--- src/logic/tfos_pkg.sv ---
package tfos_pkg;
  localparam int ADDR_W = 20;
  localparam int DATA_W = 16;
  localparam int NUM_CH = 4;
  localparam int F1_SRC_W = 3;
  localparam int F2_SRC_W = 4;
  localparam int CMP_W = 6;
  localparam int NUM_UNIT = 2;

  // channel 0/1: shutdown_ctl_a unit 0/1, channel 2/3: shutdown_ctl_b
  localparam logic [ADDR_W-1:0] ADDR_CTL [NUM_CH] = '{
    20'hf_0670, 20'hf_0672, 20'hf_06b0, 20'hf_06b2};
  localparam logic [ADDR_W-1:0] ADDR_RELEASE = 20'hf_06c0;
  localparam logic [ADDR_W-1:0] ADDR_STATUS = 20'hf_06c2;

  localparam logic [DATA_W-1:0] CTL_RESET = 16'h0000;
  localparam logic [DATA_W-1:0] CTL_WRITE_MASK = 16'hf17f;

  localparam int F2_SEL_LSB = 12;
  localparam int F2_MODE_BIT = 8;
  localparam int F1_SEL_LSB = 4;
  localparam int CLR_COND_LSB = 2;
  localparam int OUT_MODE_LSB = 0;

  // status register field positions
  localparam int STAT_F1_LSB = 0;
  localparam int STAT_F2_LSB = 4;
  localparam int STAT_PEND_LSB = 8;

  typedef enum logic [1:0] {
    F1_IDLE,
    F1_ENGAGED,
    F1_RELEASE_WAIT
  } tfos_f1_state_t;

  typedef enum logic [1:0] {
    F2_IDLE,
    F2_ENGAGED,
    F2_EDGE_SEEN
  } tfos_f2_state_t;
endpackage

--- src/logic/tfos_sel_if.sv ---
`timescale 1ns/1ps
interface tfos_sel_if;
  logic [tfos_pkg::F1_SRC_W-1:0] f1_sel;
  logic [tfos_pkg::F2_SRC_W-1:0] f2_sel;
  logic [tfos_pkg::F1_SRC_W-1:0] f1_src;
  logic [tfos_pkg::F2_SRC_W-1:0] f2_src;
  logic f1_trig;
  logic f2_trig;

  modport ctl (
    output f1_sel,
    output f2_sel,
    output f1_src,
    output f2_src,
    input f1_trig,
    input f2_trig
  );

  modport comb (
    input f1_sel,
    input f2_sel,
    input f1_src,
    input f2_src,
    output f1_trig,
    output f2_trig
  );
endinterface

--- src/logic/tfos_top.sv ---
// What this block does
// - Ctl a bits 5 and 4 enable comparators 2 and 0 for function 1.
// - Each function engages as soon as an enabled trigger goes active.
// - Clear bit 0 low: a release write of 1 clears function 1 at any level.
// - Clear bit 0 high: a release while the trigger is active is ignored.
// - Clear bit 0 high: a release with the trigger inactive is accepted.
// - Clear bit 1 low clears at once, high at the next counter period.
// - Mode 0x gives Hi-Z, 10 low, 11 high for f1; f2 drives mode bit 0.
// - If the timer stops first, the function stays on until it restarts.
// - Ctl b bits 15 to 12 select ext irq, comparators 5, 3, 0 for f2.
// - Bit 8 low clears f2 at the next period, high at the first period after the reverse edge.
// - Ctl b bits 6 to 4 select comparators 5, 4, 0 for f1, fields below.
// - Ctl a bits 15 to 12 select ext irq, comparators 3, 2, 0 for f2.
//
// The implementer's own choice: the strobed register port.
`timescale 1ns/1ps
module tfos_top (
  input wire logic core_clk,
  input wire logic rst,
  input wire logic [tfos_pkg::ADDR_W-1:0] reg_addr,
  input wire logic [tfos_pkg::DATA_W-1:0] reg_wdata,
  input wire logic reg_wr,
  input wire logic reg_rd,
  output logic [tfos_pkg::DATA_W-1:0] reg_rdata,
  input wire logic [tfos_pkg::CMP_W-1:0] cmp_level,
  input wire logic external_irq_input,
  input wire logic [tfos_pkg::NUM_UNIT-1:0] timer_run_bit,
  input wire logic [tfos_pkg::NUM_UNIT-1:0] period_start,
  output logic [tfos_pkg::NUM_CH-1:0] force_active,
  output logic [tfos_pkg::NUM_CH-1:0] force_oe,
  output logic [tfos_pkg::NUM_CH-1:0] force_level
);
  logic [tfos_pkg::DATA_W-1:0] ctl [tfos_pkg::NUM_CH];
  logic [tfos_pkg::NUM_CH-1:0] release_req;
  logic [tfos_pkg::NUM_CH-1:0] f1_on;
  logic [tfos_pkg::NUM_CH-1:0] f2_on;
  logic [tfos_pkg::NUM_CH-1:0] f1_pend;
  logic [tfos_pkg::NUM_UNIT-1:0] run_prev;
  logic [tfos_pkg::NUM_UNIT-1:0] run_restart;
  logic [tfos_pkg::DATA_W-1:0] next_rdata;

  // control registers, reserved bits never stored
  always_ff @(posedge core_clk or posedge rst) begin
    if (rst) begin
      for (int i = 0; i < tfos_pkg::NUM_CH; i++) begin
        ctl[i] <= tfos_pkg::CTL_RESET;
      end
    end else if (reg_wr) begin
      for (int i = 0; i < tfos_pkg::NUM_CH; i++) begin
        if (reg_addr == tfos_pkg::ADDR_CTL[i]) begin
          ctl[i] <= reg_wdata & tfos_pkg::CTL_WRITE_MASK;
        end
      end
    end
  end

  // release trigger bits are write-only pulses, one per channel
  assign release_req = (reg_wr && reg_addr == tfos_pkg::ADDR_RELEASE) ?
    reg_wdata[tfos_pkg::NUM_CH-1:0] : '0;

  // read mux
  always_comb begin
    next_rdata = '0;
    for (int i = 0; i < tfos_pkg::NUM_CH; i++) begin
      if (reg_addr == tfos_pkg::ADDR_CTL[i]) begin
        next_rdata = ctl[i];
      end
    end
    if (reg_addr == tfos_pkg::ADDR_STATUS) begin
      next_rdata[tfos_pkg::STAT_F1_LSB +: tfos_pkg::NUM_CH] = f1_on;
      next_rdata[tfos_pkg::STAT_F2_LSB +: tfos_pkg::NUM_CH] = f2_on;
      next_rdata[tfos_pkg::STAT_PEND_LSB +: tfos_pkg::NUM_CH] = f1_pend;
    end
  end

  // read data stand for one cycle only
  always_ff @(posedge core_clk or posedge rst) begin
    if (rst) begin
      reg_rdata <= '0;
    end else if (reg_rd) begin
      reg_rdata <= next_rdata;
    end else begin
      reg_rdata <= '0;
    end
  end

  // timer restart detection per unit
  always_ff @(posedge core_clk or posedge rst) begin
    if (rst) begin
      run_prev <= '0;
    end else begin
      run_prev <= timer_run_bit;
    end
  end

  assign run_restart = timer_run_bit & ~run_prev;

  for (genvar c = 0; c < tfos_pkg::NUM_CH; c++) begin : g_ch
    localparam int UNIT = c % tfos_pkg::NUM_UNIT;
    tfos_sel_if sel ();
    tfos_pkg::tfos_f1_state_t f1_state;
    tfos_pkg::tfos_f1_state_t next_f1_state;
    tfos_pkg::tfos_f2_state_t f2_state;
    tfos_pkg::tfos_f2_state_t next_f2_state;
    logic f1_prev;
    logic f2_prev;
    logic f1_rise;
    logic f2_rise;
    logic f2_fall;
    logic rel_ok;
    logic period_clear;
    logic [1:0] clr_cond;
    logic [1:0] out_mode;

    assign clr_cond = ctl[c][tfos_pkg::CLR_COND_LSB +: 2];
    assign out_mode = ctl[c][tfos_pkg::OUT_MODE_LSB +: 2];
    assign sel.f1_sel = ctl[c][tfos_pkg::F1_SEL_LSB +: tfos_pkg::F1_SRC_W];
    assign sel.f2_sel = ctl[c][tfos_pkg::F2_SEL_LSB +: tfos_pkg::F2_SRC_W];

    if (c < tfos_pkg::NUM_UNIT) begin : g_a
      assign sel.f1_src = {cmp_level[3], cmp_level[2], cmp_level[0]};
      assign sel.f2_src = {external_irq_input, cmp_level[3],
        cmp_level[2], cmp_level[0]};
    end else begin : g_b
      assign sel.f1_src = {cmp_level[5], cmp_level[4], cmp_level[0]};
      assign sel.f2_src = {external_irq_input, cmp_level[5],
        cmp_level[3], cmp_level[0]};
    end

    tfos_trig_sel u_trig_sel (
      .sel(sel.comb)
    );

    always_ff @(posedge core_clk or posedge rst) begin
      if (rst) begin
        f1_prev <= 1'b0;
        f2_prev <= 1'b0;
      end else begin
        f1_prev <= sel.f1_trig;
        f2_prev <= sel.f2_trig;
      end
    end

    assign f1_rise = sel.f1_trig & ~f1_prev;
    assign f2_rise = sel.f2_trig & ~f2_prev;
    assign f2_fall = ~sel.f2_trig & f2_prev;

    // release accepted: level-blind unless cond bit 0 set
    assign rel_ok = release_req[c] &
      (~clr_cond[0] | ~sel.f1_trig);

    // a stopped timer holds the clear until it restarts
    assign period_clear = (period_start[UNIT] & timer_run_bit[UNIT]) |
      run_restart[UNIT];

    // function 1: a new trigger edge always wins over a release
    always_comb begin
      next_f1_state = f1_state;
      case (f1_state)
        tfos_pkg::F1_IDLE: begin
          if (f1_rise) begin
            next_f1_state = tfos_pkg::F1_ENGAGED;
          end
        end
        tfos_pkg::F1_ENGAGED: begin
          if (f1_rise) begin
            next_f1_state = tfos_pkg::F1_ENGAGED;
          end else if (rel_ok && !clr_cond[1]) begin
            next_f1_state = tfos_pkg::F1_IDLE;
          end else if (rel_ok) begin
            next_f1_state = tfos_pkg::F1_RELEASE_WAIT;
          end
        end
        tfos_pkg::F1_RELEASE_WAIT: begin
          if (f1_rise) begin
            next_f1_state = tfos_pkg::F1_ENGAGED;
          end else if (period_clear) begin
            next_f1_state = tfos_pkg::F1_IDLE;
          end
        end
        default: begin
          next_f1_state = tfos_pkg::F1_IDLE;
        end
      endcase
    end

    always_ff @(posedge core_clk or posedge rst) begin
      if (rst) begin
        f1_state <= tfos_pkg::F1_IDLE;
      end else begin
        f1_state <= next_f1_state;
      end
    end

    // function 2: clear at the period, or at the first period after the reverse edge
    always_comb begin
      next_f2_state = f2_state;
      case (f2_state)
        tfos_pkg::F2_IDLE: begin
          if (f2_rise) begin
            next_f2_state = tfos_pkg::F2_ENGAGED;
          end
        end
        tfos_pkg::F2_ENGAGED: begin
          if (f2_rise) begin
            next_f2_state = tfos_pkg::F2_ENGAGED;
          end else if (!ctl[c][tfos_pkg::F2_MODE_BIT] && period_clear) begin
            next_f2_state = tfos_pkg::F2_IDLE;
          end else if (ctl[c][tfos_pkg::F2_MODE_BIT] && f2_fall) begin
            next_f2_state = tfos_pkg::F2_EDGE_SEEN;
          end
        end
        tfos_pkg::F2_EDGE_SEEN: begin
          if (f2_rise) begin
            next_f2_state = tfos_pkg::F2_ENGAGED;
          end else if (period_clear) begin
            next_f2_state = tfos_pkg::F2_IDLE;
          end
        end
        default: begin
          next_f2_state = tfos_pkg::F2_IDLE;
        end
      endcase
    end

    always_ff @(posedge core_clk or posedge rst) begin
      if (rst) begin
        f2_state <= tfos_pkg::F2_IDLE;
      end else begin
        f2_state <= next_f2_state;
      end
    end

    assign f1_on[c] = f1_state != tfos_pkg::F1_IDLE;
    assign f2_on[c] = f2_state != tfos_pkg::F2_IDLE;
    assign f1_pend[c] = f1_state == tfos_pkg::F1_RELEASE_WAIT;

    // forced pin drive; function 1 takes precedence when both are on
    always_ff @(posedge core_clk or posedge rst) begin
      if (rst) begin
        force_active[c] <= 1'b0;
        force_oe[c] <= 1'b0;
        force_level[c] <= 1'b0;
      end else if (next_f1_state != tfos_pkg::F1_IDLE) begin
        force_active[c] <= 1'b1;
        force_oe[c] <= out_mode[1];
        force_level[c] <= out_mode[1] & out_mode[0];
      end else if (next_f2_state != tfos_pkg::F2_IDLE) begin
        force_active[c] <= 1'b1;
        force_oe[c] <= 1'b1;
        force_level[c] <= out_mode[0];
      end else begin
        force_active[c] <= 1'b0;
        force_oe[c] <= 1'b0;
        force_level[c] <= 1'b0;
      end
    end
  end
endmodule // tfos_top

--- src/logic/tfos_trig_sel.sv ---
`timescale 1ns/1ps
module tfos_trig_sel (
  tfos_sel_if.comb sel
);
  logic [tfos_pkg::F1_SRC_W-1:0] f1_masked;
  logic [tfos_pkg::F2_SRC_W-1:0] f2_masked;

  // a source counts only while its select bit is 1
  for (genvar i = 0; i < tfos_pkg::F2_SRC_W; i++) begin : g_src
    if (i < tfos_pkg::F1_SRC_W) begin : g_f1
      assign f1_masked[i] = sel.f1_sel[i] & sel.f1_src[i];
    end
    assign f2_masked[i] = sel.f2_sel[i] & sel.f2_src[i];
  end

  // any single enabled source is enough
  assign sel.f1_trig = |f1_masked;
  assign sel.f2_trig = |f2_masked;
endmodule // tfos_trig_sel

--- config.mk ---
export PLATFORM = sky130hd
export DESIGN_NAME = tfos_top
export DESIGN_NICKNAME = d
export VERILOG_FILES = /design/src/logic/tfos_pkg.sv /design/src/logic/tfos_sel_if.sv /design/src/logic/tfos_top.sv /design/src/logic/tfos_trig_sel.sv
export SDC_FILE = /design/constraint.sdc
export NUM_CORES = 1
export LEC_CHECK = 0
export BUFFER_PORTS_ARGS = -buffer_cell sky130_fd_sc_hd__buf_4
export CORE_MARGIN = 2
export CORE_UTILIZATION = 56
export DETAILED_ROUTE_END_ITERATION = 6
export MAX_ROUTING_LAYER = met4
export PLACE_DENSITY_LB_ADDON = 0.05
export SYNTH_ARGS = -nofsm -noshare
export SYNTH_HDL_FRONTEND = slang
export SYNTH_HIERARCHICAL = 1
export SYNTH_SLANG_ARGS = --single-unit
export TNS_END_PERCENT = 20
--- constraint.sdc ---
create_clock -name core_clk -period 3.7 [get_ports core_clk]
set_clock_uncertainty 0.15 [all_clocks]
set_input_delay 0.185 -clock core_clk [delete_from_list [all_inputs] [get_ports core_clk]]
set_output_delay 0.185 -clock core_clk [all_outputs]
set_load 0.05 [all_outputs]
==> results of run 1 <==
[synthesized netlist by cell type, types with 2 or more instances]
| cell | n | area (sq um) |
|---|---|---|
| a21boi_0 | 2 | 15.0 |
| a21o_1 | 3 | 22.5 |
| a21oi_1 | 11 | 55.1 |
| a221o_1 | 4 | 40.0 |
| a221oi_1 | 8 | 70.1 |
| a222oi_1 | 4 | 40.0 |
| a22o_1 | 7 | 61.3 |
| a22oi_1 | 17 | 128 |
| a31o_2 | 2 | 17.5 |
| a31oi_1 | 2 | 12.5 |
| and2_1 | 3 | 18.8 |
| and4bb_2 | 3 | 37.5 |
| buf_2 | 3 | 15.0 |
| buf_4 | 4 | 30.0 |
| clkbuf_1 | 5 | 18.8 |
| dfrtp_1 | 102 | 2550 |
| inv_1 | 16 | 60.1 |
| mux2_1 | 7 | 78.8 |
| mux2_2 | 30 | 338 |
| mux2_4 | 9 | 135 |
| mux2i_1 | 10 | 100 |
| nand2_1 | 22 | 82.6 |
| nand2_2 | 2 | 12.5 |
| nand2b_1 | 18 | 113 |
| nand3_1 | 6 | 30.0 |
| nand3b_1 | 5 | 37.5 |
| nand4_1 | 4 | 25.0 |
| nand4b_1 | 8 | 70.1 |
| nor2_1 | 19 | 71.3 |
| nor2b_1 | 10 | 62.6 |
| nor3b_1 | 3 | 22.5 |
| o211a_1 | 4 | 40.0 |
| o211ai_1 | 3 | 22.5 |
| o21ai_0 | 12 | 60.1 |
| o22ai_1 | 3 | 18.8 |
| o2bb2ai_1 | 8 | 70.1 |
| o31ai_1 | 9 | 67.6 |
| o32ai_1 | 3 | 26.3 |
| or2_2 | 2 | 12.5 |
[worst max-delay path, cell delays in order, from the launching register on]
cell	delay, ns
dfrtp_1	0.41
a222oi_1	0.44
inv_1	0.14
a21boi_0	0.40
nand4b_1	0.16
a21oi_1	0.35
mux2i_1	0.25
[worst max path at each step]
stage / depth (start not counted) / endpoint / slack, ns
after floorplan: 1 / ctl[0] / 0.69
after global placement: 6 / ctl[24] / 1.35
after detailed placement: 6 / ctl[24] / 1.33
after CTS: 6 / force_oe[2] / 1.37
after global routing: 6 / force_oe[2] / 1.21
final: 6 / force_oe[2] / 1.32
[cells by family (layout without fill, tap and decap cells)]
logic type	count (synthesis)	in the layout
buf+inv	29	125
flops	102	102
mux	56	56
simple gates	117	117
compound gates	106	106
[state kept, by name, summed over array words and instances (netlist names)]
register / cells
ctl: 48
force_active: 4
force_level: 4
force_oe: 4
g_ch.f1_prev: 4
g_ch.f1_state: 8
g_ch.f2_prev: 4
g_ch.f2_state: 8
reg_rdata: 16
run_prev: 2
[metrics by stage]
stage | std cells | hold slack [ns]
after CTS | 614 | 0.00577
final | 614 | 0.0269
after global placement | 581 | 0.166
after global routing | 614 | 0.00946
after floorplan | 410 | 0.0664
after detailed placement | 581 | 0.173
[cell type report]
| cell class | instances | area share |
|---|---|---|
| clock inverters | 5 | 0.0102 |
| repair buffers | 94 | 0.128 |
| clock buffers | 10 | 0.0234 |
| well taps | 108 | 0.0230 |
| multi-input cells | 279 | 0.371 |
| inverters | 16 | 0.0106 |
| flip-flops and latches | 102 | 0.434 |
[routing by layer]
layer / up-vias / track usage
li1: 1735 / -
met1: 1873 / 0.357
met2: 130 / 0.396
met3: 21 / 0.0590
met4: 0 / 0.0823
met5: - / -
[report_power, final]
| group | switching [mW] | internal [mW] | leakage [nW] |
|---|---|---|---|
| sequential | 0.000692 | 1.11 | 1.41 |
| combinational | 0.0723 | 0.0585 | 1.46 |
| clock | 0.378 | 0.329 | 0.0983 |
| total | 0.451 | 1.50 | 2.96 |
==> run_results.csv, run 1 <==
group,metric,value,unit
die,placeableCoreArea,0.00855,sq mm
clock_network,root_buffer,"clkbuf_8",
timing,hold_viol,0,
worst_hold_path,cells_on_worst_hold_path,3,
worst_hold_path,hold_path.class,"primary input to register",
die,chipWidth,97.2,microns
clock_network,cts.reportedPaths.clkPinSlew,0.09,ns
clock_network,number_of_buffers_created_by_cts,9,
drt,detailroute.via_count,3759,
drt,met1Wirelength,5.11,mm
timing,post-route-worst-setup-slack,1.32,ns
cells_and_area,multi_input_comb_area,0.00218,sq mm
placed_design,dp_worst_setup_slack,1.33,ns
clock_network,post_cts_resize_count,0,
drt,drt-pass1-iter-count,5,
timing,finalWorstPathRequiredPeriod,2.38,ns
worst_setup_path,required,3.84,ns
drt,route.met2.wl,5.58,mm
drt,initialDrtViolationCount,224,
logic_synthesis,syn-mean-instance-area,11.9,sq um
logic_synthesis,netlist_area,0.00487,sq mm
cells_and_area,finish.instance_area,0.00588,sq mm
timing,achievable-frequency,421,MHz
grt,grt_max_degree,53,
placed_design,placed_wire_length_estimate,8.37,mm
logic_synthesis,ys_ff_latch,102,
cells_and_area,layout.nets,553,
timing,timing_worst_slew_pin_value,0.743,ns
run,max_cap_viols,0,
cells_and_area,final_common_cell,"dfrtp_1",
grt,antenna_found_initial,0,
die,io_pins,79,
power_and_ir_drop,p_leak,2.96,nW
grt,globalRouteTotalUtil,0.261,
cells_and_area,num_antenna_cells,0,
worst_setup_path,crit_path_start,"ctl[20]",
power_and_ir_drop,max-vdd-ir-drop,212,uV
die,dieArea,0.00945,sq mm
clock_network,ctsHtreeMaxLevel,3,
power_and_ir_drop,ratio_of_total_power_to_cell_area,332,mW/mm^2
worst_hold_path,hold_end,"g_ch[3].f1_prev",
drt,maxUsedRoutingLayer,"met4",
timing,rsz0062_at_grt,"no",
logic_synthesis,synth_xor_area_frac,0,
worst_hold_path,hp-start,"cmp_level[5]",
clock_network,cts_tree,"yes",
drt,met3_wl_post_dr,683,microns
logic_synthesis,postSynth.topFlopCell,"dfrtp_1",
placed_design,placement.cell_area,0.00550,sq mm
cells_and_area,syn2layout_area_growth,20.8,%
grt,first_global_vias,3609,
clock_network,cts_hold_buf,18,
timing,drv_slew,0,
die,dieHeight,97.2,microns
logic_synthesis,post_synthesis_mux_area_share,0.134,
drt,drt-vias-per-instance,6.12,
cells_and_area,seqCellArea,0.00255,sq mm
timing,maxSlewHeadroom,0.503,
logic_synthesis,synth-compound-area-share,0.165,
logic_synthesis,synth_fa_ha_area_frac,0,
grt,grt_remaining_overflow,0,
timing,setup_viol,0,
worst_setup_path,worstPathArrival,2.52,ns
logic_synthesis,main_combinational_cell_family_by_area_after_synthesis,"compound AO/OA/AOI/OAI gates",
cells_and_area,post_route_cells_drive_above_1_share,0.289,
logic_synthesis,netlist-cell-type-count,56,
drt,post-route-drc-count,0,
die,floorplan.initialDensity,0.569,
worst_setup_path,critical_path_class,"register to register",
drt,drtAntennaViolNets,0,
clock_network,tritoncts_num_sinks,102,
worst_setup_path,critical_path.reg2reg.startpoint,"ctl[20]",
drt,routedWlPerCell,19.0,microns
logic_synthesis,synth_nets,461,
logic_synthesis,synth-async-reset-ratio,1.00,
drt,wl,11.7,mm
cells_and_area,layout_common_cells,"102 x dfrtp_1, 76 x buf_4, 30 x mux2_2",
timing,tns,0,ns
worst_setup_path,worst_setup_path_start_kind,"register",
worst_setup_path,critical_path.reg2reg.endpoint,"force_oe[2]",
worst_setup_path,type_of_element_capturing_the_critical_path,"register",
logic_synthesis,yosys_warnings,6,
cells_and_area,fillCellCount,667,
worst_setup_path,r2r_slack,1.32,ns
worst_setup_path,rr_worst_depth,6,
grt,grt_pass1_wl,18.8,mm
logic_synthesis,number_of_instances_in_the_synthesized_netlist,410,
placed_design,port_buffers,73,
placed_design,globalplace.congestion,0.868,
cells_and_area,final_core_util,0.687,
logic_synthesis,number_of_flops_mapped_to_enable_cells_by_yosys,0,
logic_synthesis,synth-simple-area-share,0.149,
clock_network,postCtsSetupBuffers,0,
worst_setup_path,critPathMaxFanout,3,
timing,finalCritPeriodShare,0.643,
power_and_ir_drop,total_power,1.95,mW
status,result_of_the_run,"finished, final reports clean",
clock_network,cts-root-to-sink-buffers,2,
logic_synthesis,portion_of_the_post_synthesis_area_used_by_sequential_elements,0.525,
clock_network,clock_insertion_delay_worst_skew,0.37,ns
die,fp-row-count,34,
(Power assumes the default switching activity.)
==> run 2: changes to the inputs <==
==> constraint.sdc (replaced) <==
create_clock -name core_clk -period 2.4 [get_ports core_clk]
set_clock_uncertainty 0.15 [all_clocks]
set_input_delay 0.12 -clock core_clk [delete_from_list [all_inputs] [get_ports core_clk]]
set_output_delay 0.12 -clock core_clk [all_outputs]
set_load 0.05 [all_outputs]
==> run_results.csv, run 2 (synthesized netlist as in run 1, its figures left out) <==
group,metric,value,unit
timing,finalWorstPathRequiredPeriod,2.27,ns
timing,tns,0,ns
worst_hold_path,hold_path.class,"primary input to register",
die,placeableCoreArea,0.00855,sq mm
die,dieHeight,97.2,microns
grt,first_global_vias,3835,
power_and_ir_drop,internal_power,2.30,mW
timing,drv_slew,0,
drt,drt-vias-per-instance,6.04,
timing,setup_viol,0,
clock_network,postCtsSetupBuffers,0,
power_and_ir_drop,power_switching,0.714,mW
cells_and_area,layout_common_cells,"102 x dfrtp_1, 85 x buf_4, 30 x mux2_2",
cells_and_area,largest_register,"ctl",
drt,routedWlPerCell,19.1,microns
clock_network,number_of_buffers_created_by_cts,9,
placed_design,port_buffers,73,
die,io_pins,79,
worst_setup_path,critical_path_class,"register to register",
power_and_ir_drop,power_frac_comb,0.071,
power_and_ir_drop,share_seq_of_total_power,0.570,
drt,initialDrtViolationCount,250,
worst_setup_path,type_of_element_capturing_the_critical_path,"register",
timing,hold_viol,0,
drt,detailroute.via_count,3821,
die,dieArea,0.00945,sq mm
clock_network,cts_hold_buf,25,
placed_design,globalplace.congestion,0.864,
power_and_ir_drop,max-vdd-ir-drop,347,uV
die,floorplan.initialDensity,0.569,
timing,rsz0062_at_grt,"no",
drt,drtAntennaViolNets,0,
clock_network,root_buffer,"clkbuf_8",
worst_hold_path,cells_on_worst_hold_path,3,
worst_setup_path,worst_setup_path_start_kind,"register",
timing,achievable-frequency,440,MHz
timing,maxSlewHeadroom,0.584,
grt,antenna_found_initial,0,
timing,post-route-worst-setup-slack,0.129,ns
grt,grt_pass1_wl,19.8,mm
status,result_of_the_run,"finished, final reports clean",
clock_network,post_cts_resize_count,0,
drt,post-route-drc-count,0,
cells_and_area,layout.nets,571,
placed_design,placed_wire_length_estimate,8.69,mm
timing,timing_worst_slew_pin_value,0.622,ns
clock_network,cts-root-to-sink-buffers,2,
grt,globalRouteTotalUtil,0.275,
power_and_ir_drop,switching_share,0.237,
worst_setup_path,critPathMaxFanout,3,
worst_setup_path,worstPathArrival,2.41,ns
placed_design,dp_worst_setup_slack,0.190,ns
cells_and_area,final_common_cell,"dfrtp_1",
die,fp-row-count,34,
cells_and_area,num_antenna_cells,0,
grt,grt_max_degree,42,
timing,finalCritPeriodShare,0.946,
cells_and_area,syn2layout_area_growth,24.3,%
cells_and_area,post_route_cells_drive_above_1_share,0.297,
clock_network,cts.reportedPaths.clkPinSlew,0.10,ns
clock_network,clock_insertion_delay_worst_skew,0.37,ns
clock_network,ctsHtreeMaxLevel,3,
worst_setup_path,rr_worst_depth,6,
worst_setup_path,required,2.54,ns
grt,grt_remaining_overflow,0,
clock_network,tritoncts_num_sinks,102,
power_and_ir_drop,p_leak,3.05,nW
drt,wl,12.1,mm
cells_and_area,largest_register_ffs,48,
clock_network,cts_tree,"yes",
drt,drt-pass1-iter-count,6,
die,chipWidth,97.2,microns
power_and_ir_drop,share_clk_of_total_power,0.359,
run,max_cap_viols,0,
power_and_ir_drop,ratio_of_total_power_to_cell_area,499,mW/mm^2
cells_and_area,biggestRegsByFlops,"ctl (48), reg_rdata (16)",
==> run 2: critical path: stages, from the launching register on <==
cell,delay (ns)
dfrtp_1,0.40
a222oi_1,0.39
inv_1,0.13
a21boi_0,0.41
nand4b_1,0.15
a21oi_1,0.35
mux2i_1,0.22
==> run 2: metrics by stage <==
| step | total power, mW | area, sq um | instances | util | hold slack (ns) |
|---|---|---|---|---|---|
| floorplan | 1.83 | 4870 | 410 | - | 0.00143 |
| global route | 3.12 | 6050 | 633 | 0.707 | 0.0226 |
| finish | 3.02 | 6050 | 633 | 0.707 | 0.0149 |
| detailed placement | 1.94 | 5610 | 592 | 0.656 | 0.0923 |
| global placement | 1.94 | 5610 | 592 | 0.656 | 0.0813 |
| CTS | 3.04 | 6050 | 633 | 0.707 | 0.00765 |
==> run 2: final timing paths <==
path,startpoint,endpoint,slack [ns]
min in group asynchronous,rst,reg_rdata[9],0.23
max in group asynchronous,rst,ctl[2],1.25
worst max-delay path,ctl[20],force_oe[2],0.13
worst min-delay path,cmp_level[0],g_ch[1].f2_prev,0.01
worst min register to register,g_ch[1].f1_state[0],reg_rdata[9],0.39
worst max register to register,ctl[20],force_oe[2],0.13
==> run 2: final cells by class <==
class	count	area, sq um
multi-input cells	279	2180
clock buffers	11	131
fillers	610	2500
inverters	16	63.8
clock inverters	5	58.8
flip-flops and latches	102	2550
repair buffers	112	928
well taps	108	135
==> run 2: per-layer routing <==
layer / vias to the layer above / routed length (microns) / part of all wire / global-route usage
met5: - / 0 / 0 / -
met4: 0 / 259 / 0.021 / 0.0887
met3: 17 / 666 / 0.055 / 0.0568
met2: 126 / 5840 / 0.48 / 0.426
met1: 1914 / 5330 / 0.44 / 0.369
li1: 1764 / - / - / -
==> run 2: power by group through the flow <==
stage               Clock (mW)  Sequential, mW  Combinational (mW)
floorplan                    0            1.75              0.0723
global placement             0            1.75               0.185
detailed placement           0            1.75               0.190
CTS                       1.10            1.72               0.217
global route              1.17            1.72               0.236
finish                    1.08            1.72               0.215
==> run 3: changes to the inputs <==
--- a/config.mk
+++ b/config.mk
@@ -5,7 +5,7 @@
 export SDC_FILE = /design/constraint.sdc
 export NUM_CORES = 1
 export LEC_CHECK = 0
-export BUFFER_PORTS_ARGS = -buffer_cell sky130_fd_sc_hd__buf_4
+export BUFFER_PORTS_ARGS = -buffer_cell sky130_fd_sc_hd__buf_2
 export CORE_MARGIN = 2
 export CORE_UTILIZATION = 56
 export DETAILED_ROUTE_END_ITERATION = 6
==> run_results.csv, run 3 (synthesized netlist as in run 1, its figures left out) <==
group,metric,value,unit
status,result_of_the_run,"finished, final reports clean",
worst_setup_path,critical_path_class,"register to register",
worst_hold_path,hp-start,"cmp_level[5]",
timing,tns,0,ns
drt,wl,11.9,mm
drt,initialDrtViolationCount,177,
clock_network,number_of_buffers_created_by_cts,9,
drt,detailroute.via_count,3791,
timing,achievable-frequency,449,MHz
timing,maxSlewHeadroom,0.645,
worst_setup_path,required,2.53,ns
cells_and_area,layout.nets,563,
placed_design,placed_wire_length_estimate,8.42,mm
drt,drtAntennaViolNets,0,
grt,grt_remaining_overflow,0,
placed_design,placement.cell_area,0.00539,sq mm
die,dieArea,0.00945,sq mm
worst_hold_path,cells_on_worst_hold_path,3,
worst_setup_path,critical_path.reg2reg.startpoint,"ctl[36]",
clock_network,postCtsSetupBuffers,0,
cells_and_area,largest_register,"ctl",
clock_network,root_buffer,"clkbuf_8",
drt,routedWlPerCell,19.0,microns
timing,drv_slew,0,
die,io_pins,79,
clock_network,ctsHtreeMaxLevel,3,
placed_design,port_buffers,73,
worst_setup_path,cp_cell_sequence,"a222oi_1, inv_1, a21boi_0, nand4b_1, a21oi_1, mux2i_1",
timing,hold_viol,0,
grt,grt_max_degree,103,
cells_and_area,final_core_util,0.675,
die,placeableCoreArea,0.00855,sq mm
worst_setup_path,worst_setup_path_start_kind,"register",
cells_and_area,multi_input_comb_area,0.00218,sq mm
clock_network,cts.reportedPaths.clkPinSlew,0.10,ns
worst_setup_path,critPathMaxFanout,3,
timing,hold_ws,0.0209,ns
power_and_ir_drop,max-vdd-ir-drop,304,uV
drt,post-route-drc-count,0,
die,dieHeight,97.2,microns
placed_design,globalplace.congestion,0.822,
cells_and_area,seqCellArea,0.00255,sq mm
power_and_ir_drop,ratio_of_total_power_to_cell_area,506,mW/mm^2
cells_and_area,num_antenna_cells,0,
drt,drt-pass1-iter-count,5,
cells_and_area,post_route_cells_drive_above_1_share,0.300,
timing,timing_worst_slew_pin_value,0.532,ns
die,floorplan.initialDensity,0.569,
cells_and_area,syn2layout_area_growth,18.6,%
worst_setup_path,worstPathArrival,2.36,ns
cells_and_area,largest_register_ffs,48,
clock_network,cts_tree,"yes",
drt,drt-vias-per-instance,6.07,
cells_and_area,final_common_cell,"dfrtp_1",
clock_network,clock_insertion_delay_worst_skew,0.37,ns
die,fp-row-count,34,
die,chipWidth,97.2,microns
worst_setup_path,rr_worst_depth,6,
worst_setup_path,type_of_element_capturing_the_critical_path,"register",
clock_network,tritoncts_num_sinks,102,
timing,finalCritPeriodShare,0.927,
worst_hold_path,hold_path.class,"primary input to register",
worst_setup_path,critPathMaxStageDelay,0.41,ns
timing,finalWorstPathRequiredPeriod,2.23,ns
cells_and_area,biggestRegsByFlops,"ctl (48), reg_rdata (16)",
power_and_ir_drop,p_leak,2.97,nW
timing,setup_viol,0,
grt,antenna_found_initial,0,
worst_setup_path,timing.critical_path.slowest_stage_cell,"dfrtp_1",
placed_design,dp.cells,589,
grt,globalRouteTotalUtil,0.267,
grt,first_global_vias,3723,
worst_setup_path,crit_path_start,"ctl[36]",
cells_and_area,fillCellCount,677,
cells_and_area,finish.instance_area,0.00577,sq mm
run,max_cap_viols,0,
cells_and_area,layoutNonFillerInstCount,625,
grt,grt_pass1_wl,19.2,mm
cells_and_area,layout_common_cells,"102 x dfrtp_1, 73 x buf_2, 30 x mux2_2",
clock_network,cts-root-to-sink-buffers,2,
timing,rsz0062_at_grt,"no",
==> run 3: cell types whose count changed in the layout (fill, tap and decap cells not counted), sizes merged <==
cell / change
inv: +1
dlygate4sd3: -5
clkbuf: -1
clkinvlp: +1
bufinv: -1
buf: -3
==> run 3: repair_timing <==
action | 4_1_cts | 5_1_grt
endpoints found under the hold margin | 164 | 0
gates resized for setup | 0 | 1
hold buffers | 20 | 0
endpoints found under the setup margin | 0 | 2
==> run 3: routing by layer <==
layer  track usage  vias up  part of all wire
met5             -        -                 0
met2         0.399      155              0.47
li1              -     1746                 -
met1         0.370     1862              0.44
met3        0.0504       28             0.067
met4        0.0962        0             0.022
==> run 3: worst paths after layout <==
path,end,slack [ns]
max in group asynchronous,reg_rdata[7],1.41
worst min register to register,reg_rdata[9],0.38
min in group asynchronous,reg_rdata[9],0.30
worst min-delay path,g_ch[3].f1_prev,0.02
worst max register to register,force_oe[1],0.17
worst max-delay path,force_oe[1],0.17
==> run 3: area by class of cell <==
type / instances / area share
multi-input cells: 279 / 0.377
clock inverters: 6 / 0.00780
inverters: 16 / 0.0111
repair buffers: 104 / 0.114
flip-flops and latches: 102 / 0.442
well taps: 108 / 0.0234
clock buffers: 10 / 0.0238
==> run 3: critical path, delay by kind of cell (launching register included) <==
family | cells | cell delay [ns]
compound gates | 3 | 1.05
buf+inv | 1 | 0.17
simple gates | 1 | 0.13
flops | 1 | 0.41
mux | 1 | 0.24
==> run 3: per-stage QoR <==
stage / power, mW / setup WS, ns
2_1_floorplan: 1.83 / 0.531
3_3_place_gp: 1.91 / 0.233
3_5_place_dp: 1.92 / 0.166
4_1_cts: 2.94 / 0.143
5_1_grt: 3.02 / 0.0269
6_report: 2.92 / 0.174
==> run 3: where the power goes <==
| part | internal [mW] | total (mW) | switching (mW) | leakage [nW] |
|---|---|---|---|---|
| Clock | 0.411 | 1.01 | 0.602 | 0.0853 |
| Sequential | 1.72 | 1.72 | 0.00139 | 1.41 |
| Combinational | 0.0724 | 0.186 | 0.113 | 1.47 |
